## src/rtl/pols_regs.svh

```systemverilog
// register offsets, field positions, reset values and timing counts of the power-on lock sequencer
`ifndef POLS_REGS_SVH
`define POLS_REGS_SVH

// ----------------------------------------------------------------
// register offsets (byte addresses)
// ----------------------------------------------------------------
`define POLS_ADR_STATUS 8'h00
`define POLS_ADR_LOCK_CTRL 8'h04
`define POLS_ADR_FAULT_THR 8'h08
`define POLS_ADR_ZERO_CODE 8'h0c
`define POLS_ADR_IRQ_STAT 8'h10
`define POLS_ADR_IRQ_CLR 8'h14
`define POLS_ADR_IRQ_EN 8'h18
`define POLS_ADR_UNLOCK 8'h24

// ----------------------------------------------------------------
// field positions and reset values
// ----------------------------------------------------------------
`define POLS_PERM_LOCK_BIT 0
`define POLS_FAULT_W 6
`define POLS_ZERO_W 9
`define POLS_CODE_W 30
`define POLS_TRIP_W 7
`define POLS_TRIP_FULL 7'h40
`define POLS_FAULT_RST 6'h20
`define POLS_ZERO_RST 9'h100
`define POLS_IRQ_W 4
`define POLS_IRQ_UNLOCK 0
`define POLS_IRQ_RELEASE 1
`define POLS_IRQ_LOCKOUT 2
`define POLS_IRQ_REFUSED 3
// arbitrary value, not tied to any real part
`define POLS_CUSTOMER_CODE 30'h1a5c_3e71

// ----------------------------------------------------------------
// timing: figures in their own unit, cycles derived from the clock
// ----------------------------------------------------------------
`define POLS_CLK_PERIOD_PS 5000
`define POLS_RELEASE_NS 20000
`define POLS_ENGAGE_US 64
`define POLS_DISENGAGE_NS 10000
`define POLS_TIMEOUT_MS 8
`define POLS_RELEASE_CYC ((`POLS_RELEASE_NS * 1000 + `POLS_CLK_PERIOD_PS - 1) / `POLS_CLK_PERIOD_PS)
`define POLS_ENGAGE_CYC ((`POLS_ENGAGE_US * 1000000 + `POLS_CLK_PERIOD_PS - 1) / `POLS_CLK_PERIOD_PS)
`define POLS_DISENGAGE_CYC ((`POLS_DISENGAGE_NS * 1000 + `POLS_CLK_PERIOD_PS - 1) / `POLS_CLK_PERIOD_PS)
`define POLS_TIMEOUT_CYC (`POLS_TIMEOUT_MS * (1000000000 / `POLS_CLK_PERIOD_PS))
`define POLS_CNT_W 21

`endif

```

## src/rtl/pols_pkg.sv

```systemverilog
// types of the power-on lock sequencer
package pols_pkg;

  typedef enum logic [2:0] {
    ST_RESET      = 3'b000,
    ST_REL_WAIT   = 3'b001,
    ST_POWER_WAIT = 3'b010,
    ST_NORMAL     = 3'b011,
    ST_ENGAGE     = 3'b100,
    ST_LOCKOUT    = 3'b101,
    ST_RECOVER    = 3'b110
  } pols_state_t;

  typedef enum logic [1:0] {
    OUT_HIZ    = 2'b00,
    OUT_LOW    = 2'b01,
    OUT_NORMAL = 2'b10
  } pols_out_t;

  typedef struct packed {
    logic cyc;
    logic stb;
    logic we;
    logic [7:0] adr;
    logic [3:0] sel;
    logic [31:0] dat;
  } pols_wb_req_t;

  typedef struct packed {
    logic ack;
    logic [31:0] dat;
  } pols_wb_rsp_t;

endpackage

```

## src/rtl/pols_sequencer.sv

```systemverilog
// power-on reset, undervoltage lockout and register lock sequencer with wishbone slave
`timescale 1ns/1ps
`include "pols_regs.svh"

module pols_sequencer
  import pols_pkg::*;
#(
  parameter int unsigned RELEASE_CYC = `POLS_RELEASE_CYC,
  parameter int unsigned ENGAGE_CYC = `POLS_ENGAGE_CYC,
  parameter int unsigned DISENGAGE_CYC = `POLS_DISENGAGE_CYC,
  parameter int unsigned TIMEOUT_CYC = `POLS_TIMEOUT_CYC
) (
  input wire logic ref_clk_i,
  input wire logic reset_n_i,
  input wire logic clk_en_i,
  input wire logic above_reset_rising_i,
  input wire logic above_reset_falling_i,
  input wire logic above_lockout_upper_i,
  input wire logic above_lockout_lower_i,
  input wire pols_wb_req_t wb_req_i,
  output pols_wb_rsp_t wb_rsp_o,
  output logic internal_reset_o,
  output pols_out_t out_state_o,
  output logic [`POLS_TRIP_W-1:0] positive_trip_level_o,
  output logic [`POLS_TRIP_W-1:0] negative_trip_level_o,
  output logic [`POLS_ZERO_W-1:0] zero_field_output_code_o,
  output logic irq_o
);

  localparam logic [`POLS_CNT_W-1:0] REL_LAST = `POLS_CNT_W'(RELEASE_CYC - 1);
  localparam logic [`POLS_CNT_W-1:0] ENG_LAST = `POLS_CNT_W'(ENGAGE_CYC - 1);
  localparam logic [`POLS_CNT_W-1:0] DIS_LAST = `POLS_CNT_W'(DISENGAGE_CYC - 1);
  localparam logic [`POLS_CNT_W-1:0] TMO_LAST = `POLS_CNT_W'(TIMEOUT_CYC - 1);

  // ----------------------------------------------------------------
  // comparator synchronisers
  // ----------------------------------------------------------------
  logic [3:0] cmp_meta_q;
  logic [3:0] cmp_q;
  logic porh_s;
  logic porl_s;
  logic uvloh_s;
  logic uvlol_s;

  always_ff @(posedge ref_clk_i or negedge reset_n_i) begin
    if (!reset_n_i) begin
      cmp_meta_q <= 4'h0;
      cmp_q <= 4'h0;
    end else if (clk_en_i) begin
      cmp_meta_q <= {above_reset_rising_i, above_reset_falling_i, above_lockout_upper_i, above_lockout_lower_i};
      cmp_q <= cmp_meta_q;
    end
  end

  assign porh_s = cmp_q[3];
  assign porl_s = cmp_q[2];
  assign uvloh_s = cmp_q[1];
  assign uvlol_s = cmp_q[0];

  // ----------------------------------------------------------------
  // supply sequencing
  // ----------------------------------------------------------------
  pols_state_t state_q;
  pols_state_t state_d;
  logic [`POLS_CNT_W-1:0] cnt_q;

  always_comb begin
    state_d = state_q;
    case (state_q)
      ST_RESET: begin
        if (porh_s) state_d = ST_REL_WAIT;
      end
      ST_REL_WAIT: begin
        if (cnt_q == REL_LAST && uvloh_s) state_d = ST_POWER_WAIT;
      end
      ST_POWER_WAIT: begin
        if (cnt_q == DIS_LAST) state_d = ST_NORMAL;
      end
      ST_NORMAL: begin
        if (!uvlol_s) state_d = ST_ENGAGE;
      end
      ST_ENGAGE: begin
        if (uvlol_s) state_d = ST_NORMAL;
        else if (cnt_q == ENG_LAST) state_d = ST_LOCKOUT;
      end
      ST_LOCKOUT: begin
        if (uvloh_s) state_d = ST_RECOVER;
      end
      ST_RECOVER: begin
        if (!uvloh_s) state_d = ST_LOCKOUT;
        else if (cnt_q == DIS_LAST) state_d = ST_NORMAL;
      end
      default: state_d = ST_RESET;
    endcase
    if (!porl_s) state_d = ST_RESET;
  end

  always_ff @(posedge ref_clk_i or negedge reset_n_i) begin
    if (!reset_n_i) begin
      state_q <= ST_RESET;
    end else if (clk_en_i) begin
      state_q <= state_d;
    end
  end

  // shared delay counter, restarts on every state change
  always_ff @(posedge ref_clk_i or negedge reset_n_i) begin
    if (!reset_n_i) begin
      cnt_q <= '0;
    end else if (clk_en_i) begin
      if (state_d != state_q) cnt_q <= '0;
      else if (state_q == ST_REL_WAIT && cnt_q == REL_LAST) cnt_q <= cnt_q;
      else cnt_q <= cnt_q + 1'b1;
    end
  end

  always_ff @(posedge ref_clk_i or negedge reset_n_i) begin
    if (!reset_n_i) begin
      internal_reset_o <= 1'b1;
      out_state_o <= OUT_HIZ;
    end else if (clk_en_i) begin
      internal_reset_o <= (state_d == ST_RESET || state_d == ST_REL_WAIT);
      case (state_d)
        ST_NORMAL, ST_ENGAGE: out_state_o <= OUT_NORMAL;
        ST_LOCKOUT, ST_RECOVER: out_state_o <= OUT_LOW;
        default: out_state_o <= OUT_HIZ;
      endcase
    end
  end

  // ----------------------------------------------------------------
  // access lock
  // ----------------------------------------------------------------
  logic [`POLS_CNT_W-1:0] tmo_q;
  logic tmo_done_q;
  logic unlocked_q;
  logic perm_bit_q;
  logic perm_active_q;
  logic wr_req;
  logic rd_req;
  logic unlock_hit;
  logic mem_adr;
  logic refused;

  assign wr_req = wb_req_i.cyc && wb_req_i.stb && wb_req_i.we && !wb_rsp_o.ack;
  assign rd_req = wb_req_i.cyc && wb_req_i.stb && !wb_req_i.we && !wb_rsp_o.ack;
  assign mem_adr = wb_req_i.adr == `POLS_ADR_LOCK_CTRL || wb_req_i.adr == `POLS_ADR_FAULT_THR ||
                   wb_req_i.adr == `POLS_ADR_ZERO_CODE;
  assign unlock_hit = wr_req && wb_req_i.adr == `POLS_ADR_UNLOCK && wb_req_i.sel == 4'hf &&
                      wb_req_i.dat[`POLS_CODE_W-1:0] == `POLS_CUSTOMER_CODE &&
                      !tmo_done_q && !perm_active_q && state_q != ST_RESET;
  assign refused = !unlocked_q && (wr_req || rd_req) && mem_adr;

  // timeout measured from the rising reset threshold crossing
  always_ff @(posedge ref_clk_i or negedge reset_n_i) begin
    if (!reset_n_i) begin
      tmo_q <= '0;
      tmo_done_q <= 1'b0;
    end else if (clk_en_i) begin
      if (state_q == ST_RESET) begin
        tmo_q <= '0;
        tmo_done_q <= 1'b0;
      end else if (!tmo_done_q) begin
        tmo_q <= tmo_q + 1'b1;
        tmo_done_q <= (tmo_q == TMO_LAST);
      end
    end
  end

  always_ff @(posedge ref_clk_i or negedge reset_n_i) begin
    if (!reset_n_i) begin
      unlocked_q <= 1'b0;
    end else if (clk_en_i) begin
      if (state_q == ST_RESET || perm_active_q) unlocked_q <= 1'b0;
      else if (unlock_hit) unlocked_q <= 1'b1;
    end
  end

  // permanent bit is cleared only by reset_n_i, never by a write; it only takes effect after a power cycle
  always_ff @(posedge ref_clk_i or negedge reset_n_i) begin
    if (!reset_n_i) begin
      perm_active_q <= 1'b0;
    end else if (clk_en_i && state_q == ST_RESET) begin
      perm_active_q <= perm_bit_q;
    end
  end

  // ----------------------------------------------------------------
  // memory registers
  // ----------------------------------------------------------------
  logic [`POLS_FAULT_W-1:0] fault_threshold_code_q;

  always_ff @(posedge ref_clk_i or negedge reset_n_i) begin
    if (!reset_n_i) begin
      perm_bit_q <= 1'b0;
      fault_threshold_code_q <= `POLS_FAULT_RST;
      zero_field_output_code_o <= `POLS_ZERO_RST;
    end else if (clk_en_i && wr_req && unlocked_q) begin
      if (wb_req_i.adr == `POLS_ADR_LOCK_CTRL && wb_req_i.sel[0] && wb_req_i.dat[`POLS_PERM_LOCK_BIT]) begin
        perm_bit_q <= 1'b1;
      end
      if (wb_req_i.adr == `POLS_ADR_FAULT_THR && wb_req_i.sel[0]) begin
        fault_threshold_code_q <= wb_req_i.dat[`POLS_FAULT_W-1:0];
      end
      if (wb_req_i.adr == `POLS_ADR_ZERO_CODE) begin
        if (wb_req_i.sel[0]) zero_field_output_code_o[7:0] <= wb_req_i.dat[7:0];
        if (wb_req_i.sel[1]) zero_field_output_code_o[8] <= wb_req_i.dat[8];
      end
    end
  end

  // both trip levels from one code, fractions summing to full scale
  always_ff @(posedge ref_clk_i or negedge reset_n_i) begin
    if (!reset_n_i) begin
      positive_trip_level_o <= `POLS_TRIP_W'(`POLS_FAULT_RST);
      negative_trip_level_o <= `POLS_TRIP_FULL - `POLS_TRIP_W'(`POLS_FAULT_RST);
    end else if (clk_en_i) begin
      positive_trip_level_o <= {1'b0, fault_threshold_code_q};
      negative_trip_level_o <= `POLS_TRIP_FULL - {1'b0, fault_threshold_code_q};
    end
  end

  // ----------------------------------------------------------------
  // interrupts
  // ----------------------------------------------------------------
  logic [`POLS_IRQ_W-1:0] irq_stat_q;
  logic [`POLS_IRQ_W-1:0] irq_en_q;
  logic [`POLS_IRQ_W-1:0] irq_evt;
  logic [`POLS_IRQ_W-1:0] irq_clr;

  always_comb begin
    irq_evt = '0;
    irq_evt[`POLS_IRQ_UNLOCK] = unlock_hit && !unlocked_q;
    irq_evt[`POLS_IRQ_RELEASE] = state_q == ST_REL_WAIT && state_d == ST_POWER_WAIT;
    irq_evt[`POLS_IRQ_LOCKOUT] = state_q == ST_ENGAGE && state_d == ST_LOCKOUT;
    irq_evt[`POLS_IRQ_REFUSED] = refused;
    irq_clr = '0;
    if (wr_req && wb_req_i.adr == `POLS_ADR_IRQ_CLR && wb_req_i.sel[0]) begin
      irq_clr = wb_req_i.dat[`POLS_IRQ_W-1:0];
    end
  end

  always_ff @(posedge ref_clk_i or negedge reset_n_i) begin
    if (!reset_n_i) begin
      irq_stat_q <= '0;
      irq_en_q <= '0;
      irq_o <= 1'b0;
    end else if (clk_en_i) begin
      irq_stat_q <= (irq_stat_q & ~irq_clr) | irq_evt;
      if (wr_req && wb_req_i.adr == `POLS_ADR_IRQ_EN && wb_req_i.sel[0]) begin
        irq_en_q <= wb_req_i.dat[`POLS_IRQ_W-1:0];
      end
      irq_o <= |(((irq_stat_q & ~irq_clr) | irq_evt) & irq_en_q);
    end
  end

  // ----------------------------------------------------------------
  // wishbone answer, one cycle after the request
  // ----------------------------------------------------------------
  logic [31:0] rd_dat;

  always_comb begin
    rd_dat = 32'h0;
    case (wb_req_i.adr)
      `POLS_ADR_STATUS: rd_dat = {23'h0, tmo_done_q, perm_active_q, unlocked_q, internal_reset_o,
                                  out_state_o, state_q};
      `POLS_ADR_LOCK_CTRL: rd_dat = {31'h0, perm_bit_q};
      `POLS_ADR_FAULT_THR: rd_dat = {26'h0, fault_threshold_code_q};
      `POLS_ADR_ZERO_CODE: rd_dat = {23'h0, zero_field_output_code_o};
      `POLS_ADR_IRQ_STAT: rd_dat = {28'h0, irq_stat_q};
      `POLS_ADR_IRQ_EN: rd_dat = {28'h0, irq_en_q};
      default: rd_dat = 32'h0;
    endcase
    if (!unlocked_q && mem_adr) rd_dat = 32'h0;
  end

  always_ff @(posedge ref_clk_i or negedge reset_n_i) begin
    if (!reset_n_i) begin
      wb_rsp_o <= '0;
    end else if (clk_en_i) begin
      wb_rsp_o.ack <= wb_req_i.cyc && wb_req_i.stb && !wb_rsp_o.ack;
      if (rd_req) wb_rsp_o.dat <= rd_dat;
    end
  end
endmodule

```

## config.mk

```make
export PLATFORM = sky130hd
export DESIGN_NAME = pols_sequencer
export DESIGN_NICKNAME = d
export VERILOG_FILES = /design/src/rtl/pols_pkg.sv /design/src/rtl/pols_sequencer.sv
export VERILOG_INCLUDE_DIRS = /design/src /design/src/rtl
export SDC_FILE = /design/constraint.sdc
export NUM_CORES = 1
export LEC_CHECK = 0
export ABC_AREA = 1
export ABC_CLOCK_PERIOD_IN_PS = 2600
export BUFFER_PORTS_ARGS = -buffer_cell sky130_fd_sc_hd__buf_4
export CAP_MARGIN = 40
export CORE_UTILIZATION = 56
export DETAILED_ROUTE_END_ITERATION = 8
export PLACE_DENSITY = 0.8
export SETUP_SLACK_MARGIN = 0.4
export SYNTH_ARGS = -nofsm -noshare
export SYNTH_HDL_FRONTEND = slang
export SYNTH_SLANG_ARGS = --single-unit
```

## constraint.sdc

```tcl
create_clock -name ref_clk_i -period 2.6 [get_ports ref_clk_i]
set_input_delay 0.13 -clock ref_clk_i [delete_from_list [all_inputs] [get_ports ref_clk_i]]
set_output_delay 0.13 -clock ref_clk_i [all_outputs]
set_load 0.01 [all_outputs]
```

==> results of run 1 <==
## sequential cells by signal (all words and copies together) (netlist names), 2 cells and up
register and flops:
state_q 3, wb_rsp_o 10, cnt_q 21, zero_field_output_code_o 9, positive_trip_level_o 5, tmo_q 21
cmp_q 4, out_state_o 2, irq_stat_q 4, fault_threshold_code_q 6, negative_trip_level_o 7, cmp_meta_q 4
irq_en_q 4
## cell usage in the layout, fill, tap and decap left out, types with 10 or more instances in the layout
cell type,netlist,final
a21oi_1,20,20
buf_4,26,118
clkbuf_8,0,10
conb_1,1,24
dfrtp_1,101,93
inv_1,103,102
nand2_1,189,181
nand2_2,9,14
nand3_1,43,41
nand4_1,40,40
nor2_1,73,69
nor3_1,23,23
o21ai_0,72,72
xor2_1,11,11
## final cells by class
cell class	instances	area (um2)	area share (%)
Clock buffer	10	137.6	1.829
Sequential cell	106	2669	35.46
Timing Repair Buffer	130	1022	13.58
Inverter	112	425.4	5.653
Clock inverter	5	63.81	0.8479
Multi-Input combinational cell	577	3033	40.30
Tap cell	140	175.2	2.328
## routing by layer
metal,GRT usage [%],vias to the layer above,wire (um)
li1,-,2869,-
met1,33.86,2735,6529
met2,43.41,207,7645
met3,4.802,40,947
met4,9.785,0,408
met5,0,-,0
## worst paths after layout
path                                          endpoint   startpoint  depth (start not counted)  slack (ns)
min reg2reg                                 perm_bit_q   perm_bit_q                          2        0.48
max                                           cnt_q[8]    cnt_q[12]                         14        0.38
min                        zero_field_output_code_o[7]  wb_req_i[7]                          3       0.003
max reg2reg                                   cnt_q[8]    cnt_q[12]                         14        0.38
min in group asynchronous                    tmo_q[12]    reset_n_i                          2        0.26
max in group asynchronous     positive_trip_level_o[5]    reset_n_i                          3        1.58
## power breakdown
group / total, mW / leakage, nW / internal (mW) / switching [mW]
clock: 1.08 / 0.0989 / 0.473 / 0.607
combinational: 0.562 / 2.26 / 0.231 / 0.331
sequential: 1.79 / 1.41 / 1.71 / 0.0769
## kinds of logic (layout without fill, tap and decap cells)
group | count (synthesis) | after routing | synth area share (%)
buffers and inverters | 162 | 257 | 12.19
other | 1 | 24 | 0.06057
adders and majority gates | 3 | 3 | 0.6064
xor gates and xnor gates | 13 | 13 | 1.839
and+or+nand+nor | 408 | 412 | 30.90
DFF | 106 | 106 | 42.95
AOI/OAI and AO/OA | 125 | 125 | 11.46
## timing repair
item | 4_1_cts | 5_1_grt
gates resized for setup | 6 | 37
cloned | 1 | 3
hold endpoints to repair | 48 | 0
setup endpoints to repair | 22 | 30
hold buffers | 8 | 0
pin swaps | 2 | 30
setup buffers | 2 | 28
## worst register-to-register path: cells and delay by family, from the launching register on
| family | cells | cell delay (ns) |
|---|---|---|
| buffers and inverters | 1 | 0.14 |
| DFF | 1 | 0.46 |
| AOI/OAI and AO/OA | 1 | 0.16 |
| and+or+nand+nor | 12 | 1.37 |
==> run_results.csv, run 1 <==
group,metric,value,unit
status,status,"finished, final reports clean",
timing,min_period,2.223,ns
floorplan,rows,38,
timing,maxSlewHeadroom,60.28,%
clocking,path_clk_slew,0.10,ns
yosys,synth_cells,818,
layout,instances_no_fill,1080,
timing,tightest_slew,0.5809,ns
yosys,synth_edf_count,0,
pwr,p_per_area,455.6,nW/um2
routing,drt_iter0_drc,342,
setup_path,critPathMaxFanout,10,
pwr,p_leak,3.771,nW
clocking,clkSinkCount,106,
placement,port_buffers,87,
layout,diodes,0,
floorplan,dieArea,11480,um2
yosys,yosysWarnings,0,
yosys,synth_top_area_share,40.82,%
layout,fin_util,69.73,%
yosys,yosysSeqAreaShare,42.95,%
yosys,syn_area_per_cell,7.568,um2
setup_path,path_cells,"nor2_1, nand2_2, nor2_4, nand3_2, o21ai_2, nand2_2, nand2_4, nand2_2, nand2_2, nand3_4, nor2_4, buf_12, nand4_1, nand2_1",
layout,drive_gt1_share,22.55,%
timing,fmax,449.9,MHz
yosys,yosysMostFrequentCell,"nand2_1",
routing,route.detailed.vias_per_inst,5.418,
layout,nFillCells,833,
global_route,grt_antenna_before_repair,0,
global_route,grt.total_usage,26.08,%
setup_path,crit_buf_inv,1,
global_route,grt_pass1_vias,5033,
placement,dpl_cell_area,6822,um2
yosys,synth_area,6191,um2
setup_path,worstSetupPathType,"reg2reg",
timing,final.setup.worst_slack,0.3770,ns
clocking,clockRootBuffer,"clkbuf_8",
layout,area_growth,21.56,%
routing,antenna_left,0,
run,drv_cap,0,
pwr,p_total,3.429,mW
timing,finalSetupViolations,0,
routing,drt-total-wl,15530,um
layout,final_nets,993,
floorplan,dieWidth,107.1,um
setup_path,critical_path.most_common_cell,"nand2_2",
global_route,grt_pass1_wl,23490,um
routing,first_pass_iters,5,
timing,final_max_slew_viol_count,0,
clocking,cts_tree,"done",
timing,hold_violations,0,
routing,routedWlPerCell,14.38,um
yosys,ys_types,49,
global_route,grt.overflow.total,0,
yosys,synth-async-reset-ratio,100.0,%
placement,gp_congestion,0.9031,
setup_path,worst_ep_required_time,2.93,ns
timing,holdWs,0.003020,ns
min_path,hold_path_class,"in2reg",
floorplan,dieHeight,107.1,um
setup_path,worstSetupEndpointType,"register",
setup_path,cp-start-kind,"register",
setup_path,critPathArrivalTime,2.56,ns
placement,dp_hpwl,9996,um
floorplan,core_area,10790,um2
floorplan,initial_utilization,57.36,%
global_route,grt_start_max_net_pins,66,
setup_path,slowest_delay,0.46,ns
yosys,ys.flop_type,"dfrtp_1",
timing,fin_skew,0.01478,ns
clocking,htree_levels,3,
placement,place_ws,0.2803,ns
yosys,synth_area_leaders,"dfrtp_1 41%, nand2_1 11%, inv_1 6.2%",
yosys,yosys_register_bits,106,
setup_path,crit_family,"simple AND/OR/NAND/NOR gates",
pwr,peakVddDrop,0.3070,mV
clocking,numCtsBuffers,9,
yosys,synth_largest_area_cell,"dfrtp_1",
timing,rsz0062_at_grt,"true",
clocking,clk_path_buf_depth,2,
setup_path,slowest_stage,"dfrtp_2",
routing,vias,5851,
timing,fin_setup_tns,0,ns
yosys,synthTopCellsByCount,"189 x nand2_1, 103 x inv_1, 101 x dfrtp_1, 73 x nor2_1, 72 x o21ai_0",
timing,period_share,85.50,%
layout,fin_area,7526,um2
placement,dp.cells,1023,
routing,drc,0,
floorplan,io-pin-count,114,
clocking,clk_latency,0.40,ns
(Power assumes the default switching activity.)
==> run 2: changes to the inputs <==
- ABC_AREA: 1 -> unset
==> run 2 against run 1 <==
Fmax is 11% lower. Flip-flop and latch count stayed put. Area after synthesis is 0.89% higher. Largest power group unchanged. Highest routed layer unchanged.
==> run_results.csv, run 2 <==
group,metric,value,unit
status,status,"finished, final reports clean",
layout,drive_gt1_share,35.23,%
pwr,p_per_area,597.4,nW/um2
timing,period_share,95.70,%
layout,nFillCells,724,
timing,rsz0062_at_grt,"true",
layout,instances_no_fill,949,
timing,finalSetupViolations,0,
global_route,grt.overflow.total,0,
routing,drt-total-wl,17100,um
floorplan,initial_utilization,57.62,%
layout,final_nets,861,
timing,tightest_slew,0.5284,ns
floorplan,rows,38,
pwr,p_leak,3.559,nW
setup_path,crit_buf_inv,3,
layout,top_regs,"cnt_q: 21 flops, tmo_q: 21 flops, wb_rsp_o: 10 flops",
yosys,ys.flop_type,"dfrtp_1",
floorplan,io-pin-count,114,
floorplan,core_area,10840,um2
yosys,synth_xor_area_share,3.506,%
global_route,grt_pass1_wl,27050,um
yosys,synth_simple_gate_area_share,25.02,%
floorplan,dieWidth,107.6,um
placement,dpl_cell_area,7166,um2
timing,fmax,401.9,MHz
clocking,clk_path_buf_depth,2,
setup_path,cp-start-kind,"register",
yosys,synth_area,6246,um2
yosys,synth_top_area_share,40.46,%
yosys,yosysSeqAreaShare,42.57,%
global_route,grt_start_max_net_pins,52,
yosys,synth_cells,664,
setup_path,slowest_stage,"dfrtp_2",
yosys,synth_fa_ha_area_share,0.6010,%
placement,gp_congestion,0.8900,
setup_path,path_cells,"nor4_4, buf_4, nand4b_4, nor4_4, o22ai_4, o21a_1, buf_12, buf_8, o211ai_1, o211ai_1",
floorplan,dieHeight,107.6,um
layout,layout.area.seq,2666,um2
global_route,grt_pass1_vias,5644,
setup_path,critPathArrivalTime,2.75,ns
pwr,p_total,4.824,mW
yosys,synth_area_leaders,"dfrtp_1 40%, mux2_2 7.0%, nor2_1 3.9%",
layout,final_cell_mix,"146 x buf_4, 95 x dfrtp_1, 62 x nand2_1",
clocking,path_clk_slew,0.10,ns
yosys,ys_types,69,
routing,routedWlPerCell,18.02,um
clocking,numCtsBuffers,9,
timing,hold_violations,0,
run,drv_cap,0,
layout,diodes,0,
yosys,synthTopCellsByCount,"101 x dfrtp_1, 65 x nor2_1, 62 x nand2_1, 39 x mux2_2, 32 x o21ai_0",
pwr,peakVddDrop,0.5141,mV
yosys,synth-async-reset-ratio,100.0,%
setup_path,slowest_delay,0.44,ns
yosys,syn_area_per_cell,9.407,um2
timing,fin_setup_tns,0,ns
setup_path,crit_family,"simple AND/OR/NAND/NOR gates",
layout,fin_area,8074,um2
routing,first_pass_iters,5,
timing,holdWs,0.02731,ns
clocking,clk_latency,0.39,ns
setup_path,worst_ep_required_time,2.86,ns
setup_path,worstSetupPathType,"reg2reg",
layout,layout_commonest_cell,"buf_4",
setup_path,critPathMaxFanout,4,
layout,area_growth,29.27,%
timing,maxSlewHeadroom,64.77,%
global_route,grt.total_usage,29.78,%
routing,vias,5805,
routing,antenna_left,0,
placement,dp_hpwl,11530,um
routing,drc,0,
timing,min_period,2.488,ns
yosys,yosysMostFrequentCell,"dfrtp_1",
placement,dp.cells,887,
clocking,clockRootBuffer,"clkbuf_8",
min_path,hold_path_class,"in2reg",
routing,route.detailed.vias_per_inst,6.117,
placement,port_buffers,87,
yosys,synth_top_family_by_area,"simple AND/OR/NAND/NOR gates",
yosys,synth_largest_area_cell,"dfrtp_1",
clocking,cts_tree,"done",
yosys,yosys-mux-area-fraction,7.833,%
timing,fin_skew,0.006583,ns
clocking,clkSinkCount,106,
setup_path,worstSetupEndpointType,"register",
yosys,synth_edf_count,0,
global_route,grt_antenna_before_repair,0,
routing,drt_iter0_drc,434,
yosys,synth_compound_area_share,13.98,%
layout,multi_input_area,3612,um2
clocking,htree_levels,3,
timing,final_max_slew_viol_count,0,
yosys,yosysWarnings,0,
yosys,yosys_register_bits,106,
floorplan,dieArea,11580,um2
==> run 2: changes by cell type in the layout (fill, tap and decap cells not counted), moves of 9 or more <==
| cell | delta |
|---|---|
| a21oi_1 | -9 |
| and2_1 | +10 |
| and3_1 | +12 |
| buf_4 | +28 |
| inv_1 | -86 |
| mux2_2 | +39 |
| nand2_1 | -119 |
| nand2_2 | -14 |
| nand3_1 | -17 |
| nand4_1 | -17 |
| nor2_1 | -9 |
| nor3_1 | -16 |
| o21ai_0 | -50 |
==> run 2: through the flow <==
step	utilization (%)	setup slack, ns
6_report	74.48	0.1117
2_1_floorplan	-	0.2949
3_3_place_gp	66.10	0.07595
4_1_cts	72.81	0.2231
5_1_grt	74.48	0.008459
3_5_place_dp	66.10	0.008923
==> run 2: cell families (layout without fill, tap and decap cells) <==
kind of cell | Yosys count | in the layout
AND/OR/NAND/NOR | 283 | 283
AO/OA/AOI/OAI | 123 | 123
flip-flops | 106 | 106
buffers and inverters | 79 | 201
multiplexers | 44 | 44
XOR/XNOR | 25 | 25
adder cells (fa/ha/maj) | 3 | 3
other | 1 | 24
==> run 2: routing by layer <==
| metal | share of wire [%] | up-vias | track usage (%) |
|---|---|---|---|
| met1 | 41 | 2891 | 37.29 |
| met2 | 51 | 225 | 50.41 |
| met4 | 1.8 | 0 | 10.18 |
| met5 | 0 | - | 0 |
| met3 | 5.8 | 32 | 6.840 |
| li1 | - | 2657 | - |
==> run 2: what timing repair did <==
action | CTS | global route
hold endpoints to repair | 77 | 0
setup endpoints to repair | 35 | 38
pin swaps | 36 | 26
gates resized for setup | 43 | 29
setup buffers | 30 | 6
hold buffers | 10 | 0
==> run 2: power breakdown <==
part           total (mW)  internal, mW  leakage, nW  switching (mW)
Sequential           2.06          1.82         1.37           0.242
Clock                1.07         0.474        0.107           0.592
Combinational        1.70         0.824         2.08           0.874
Total                4.82          3.12         3.56            1.71
==> run 2: area by class of cell <==
cell class                 instances  share of cell area [%]
tap                              140                   2.170
clock inverter                     6                  0.7748
multi-input combinational        502                   44.74
timing repair buffer             169                   16.84
clock buffer                      10                   1.705
inverter                          16                  0.7438
sequential                       106                   33.02
==> run 2: final timing paths <==
kind | start | end | depth (start not counted) | slack (ns)
worst max-delay path | cnt_q[20] | cnt_q[15] | 10 | 0.11
worst min-delay path | wb_req_i[3] | fault_threshold_code_q[3] | 2 | 0.03
worst max register to register | cnt_q[20] | cnt_q[15] | 10 | 0.11
worst min register to register | cmp_meta_q[1] | cmp_q[1] | 2 | 0.50
max in group asynchronous | reset_n_i | zero_field_output_code_o[8] | 3 | 1.64
min in group asynchronous | reset_n_i | cnt_q[7] | 2 | 0.16
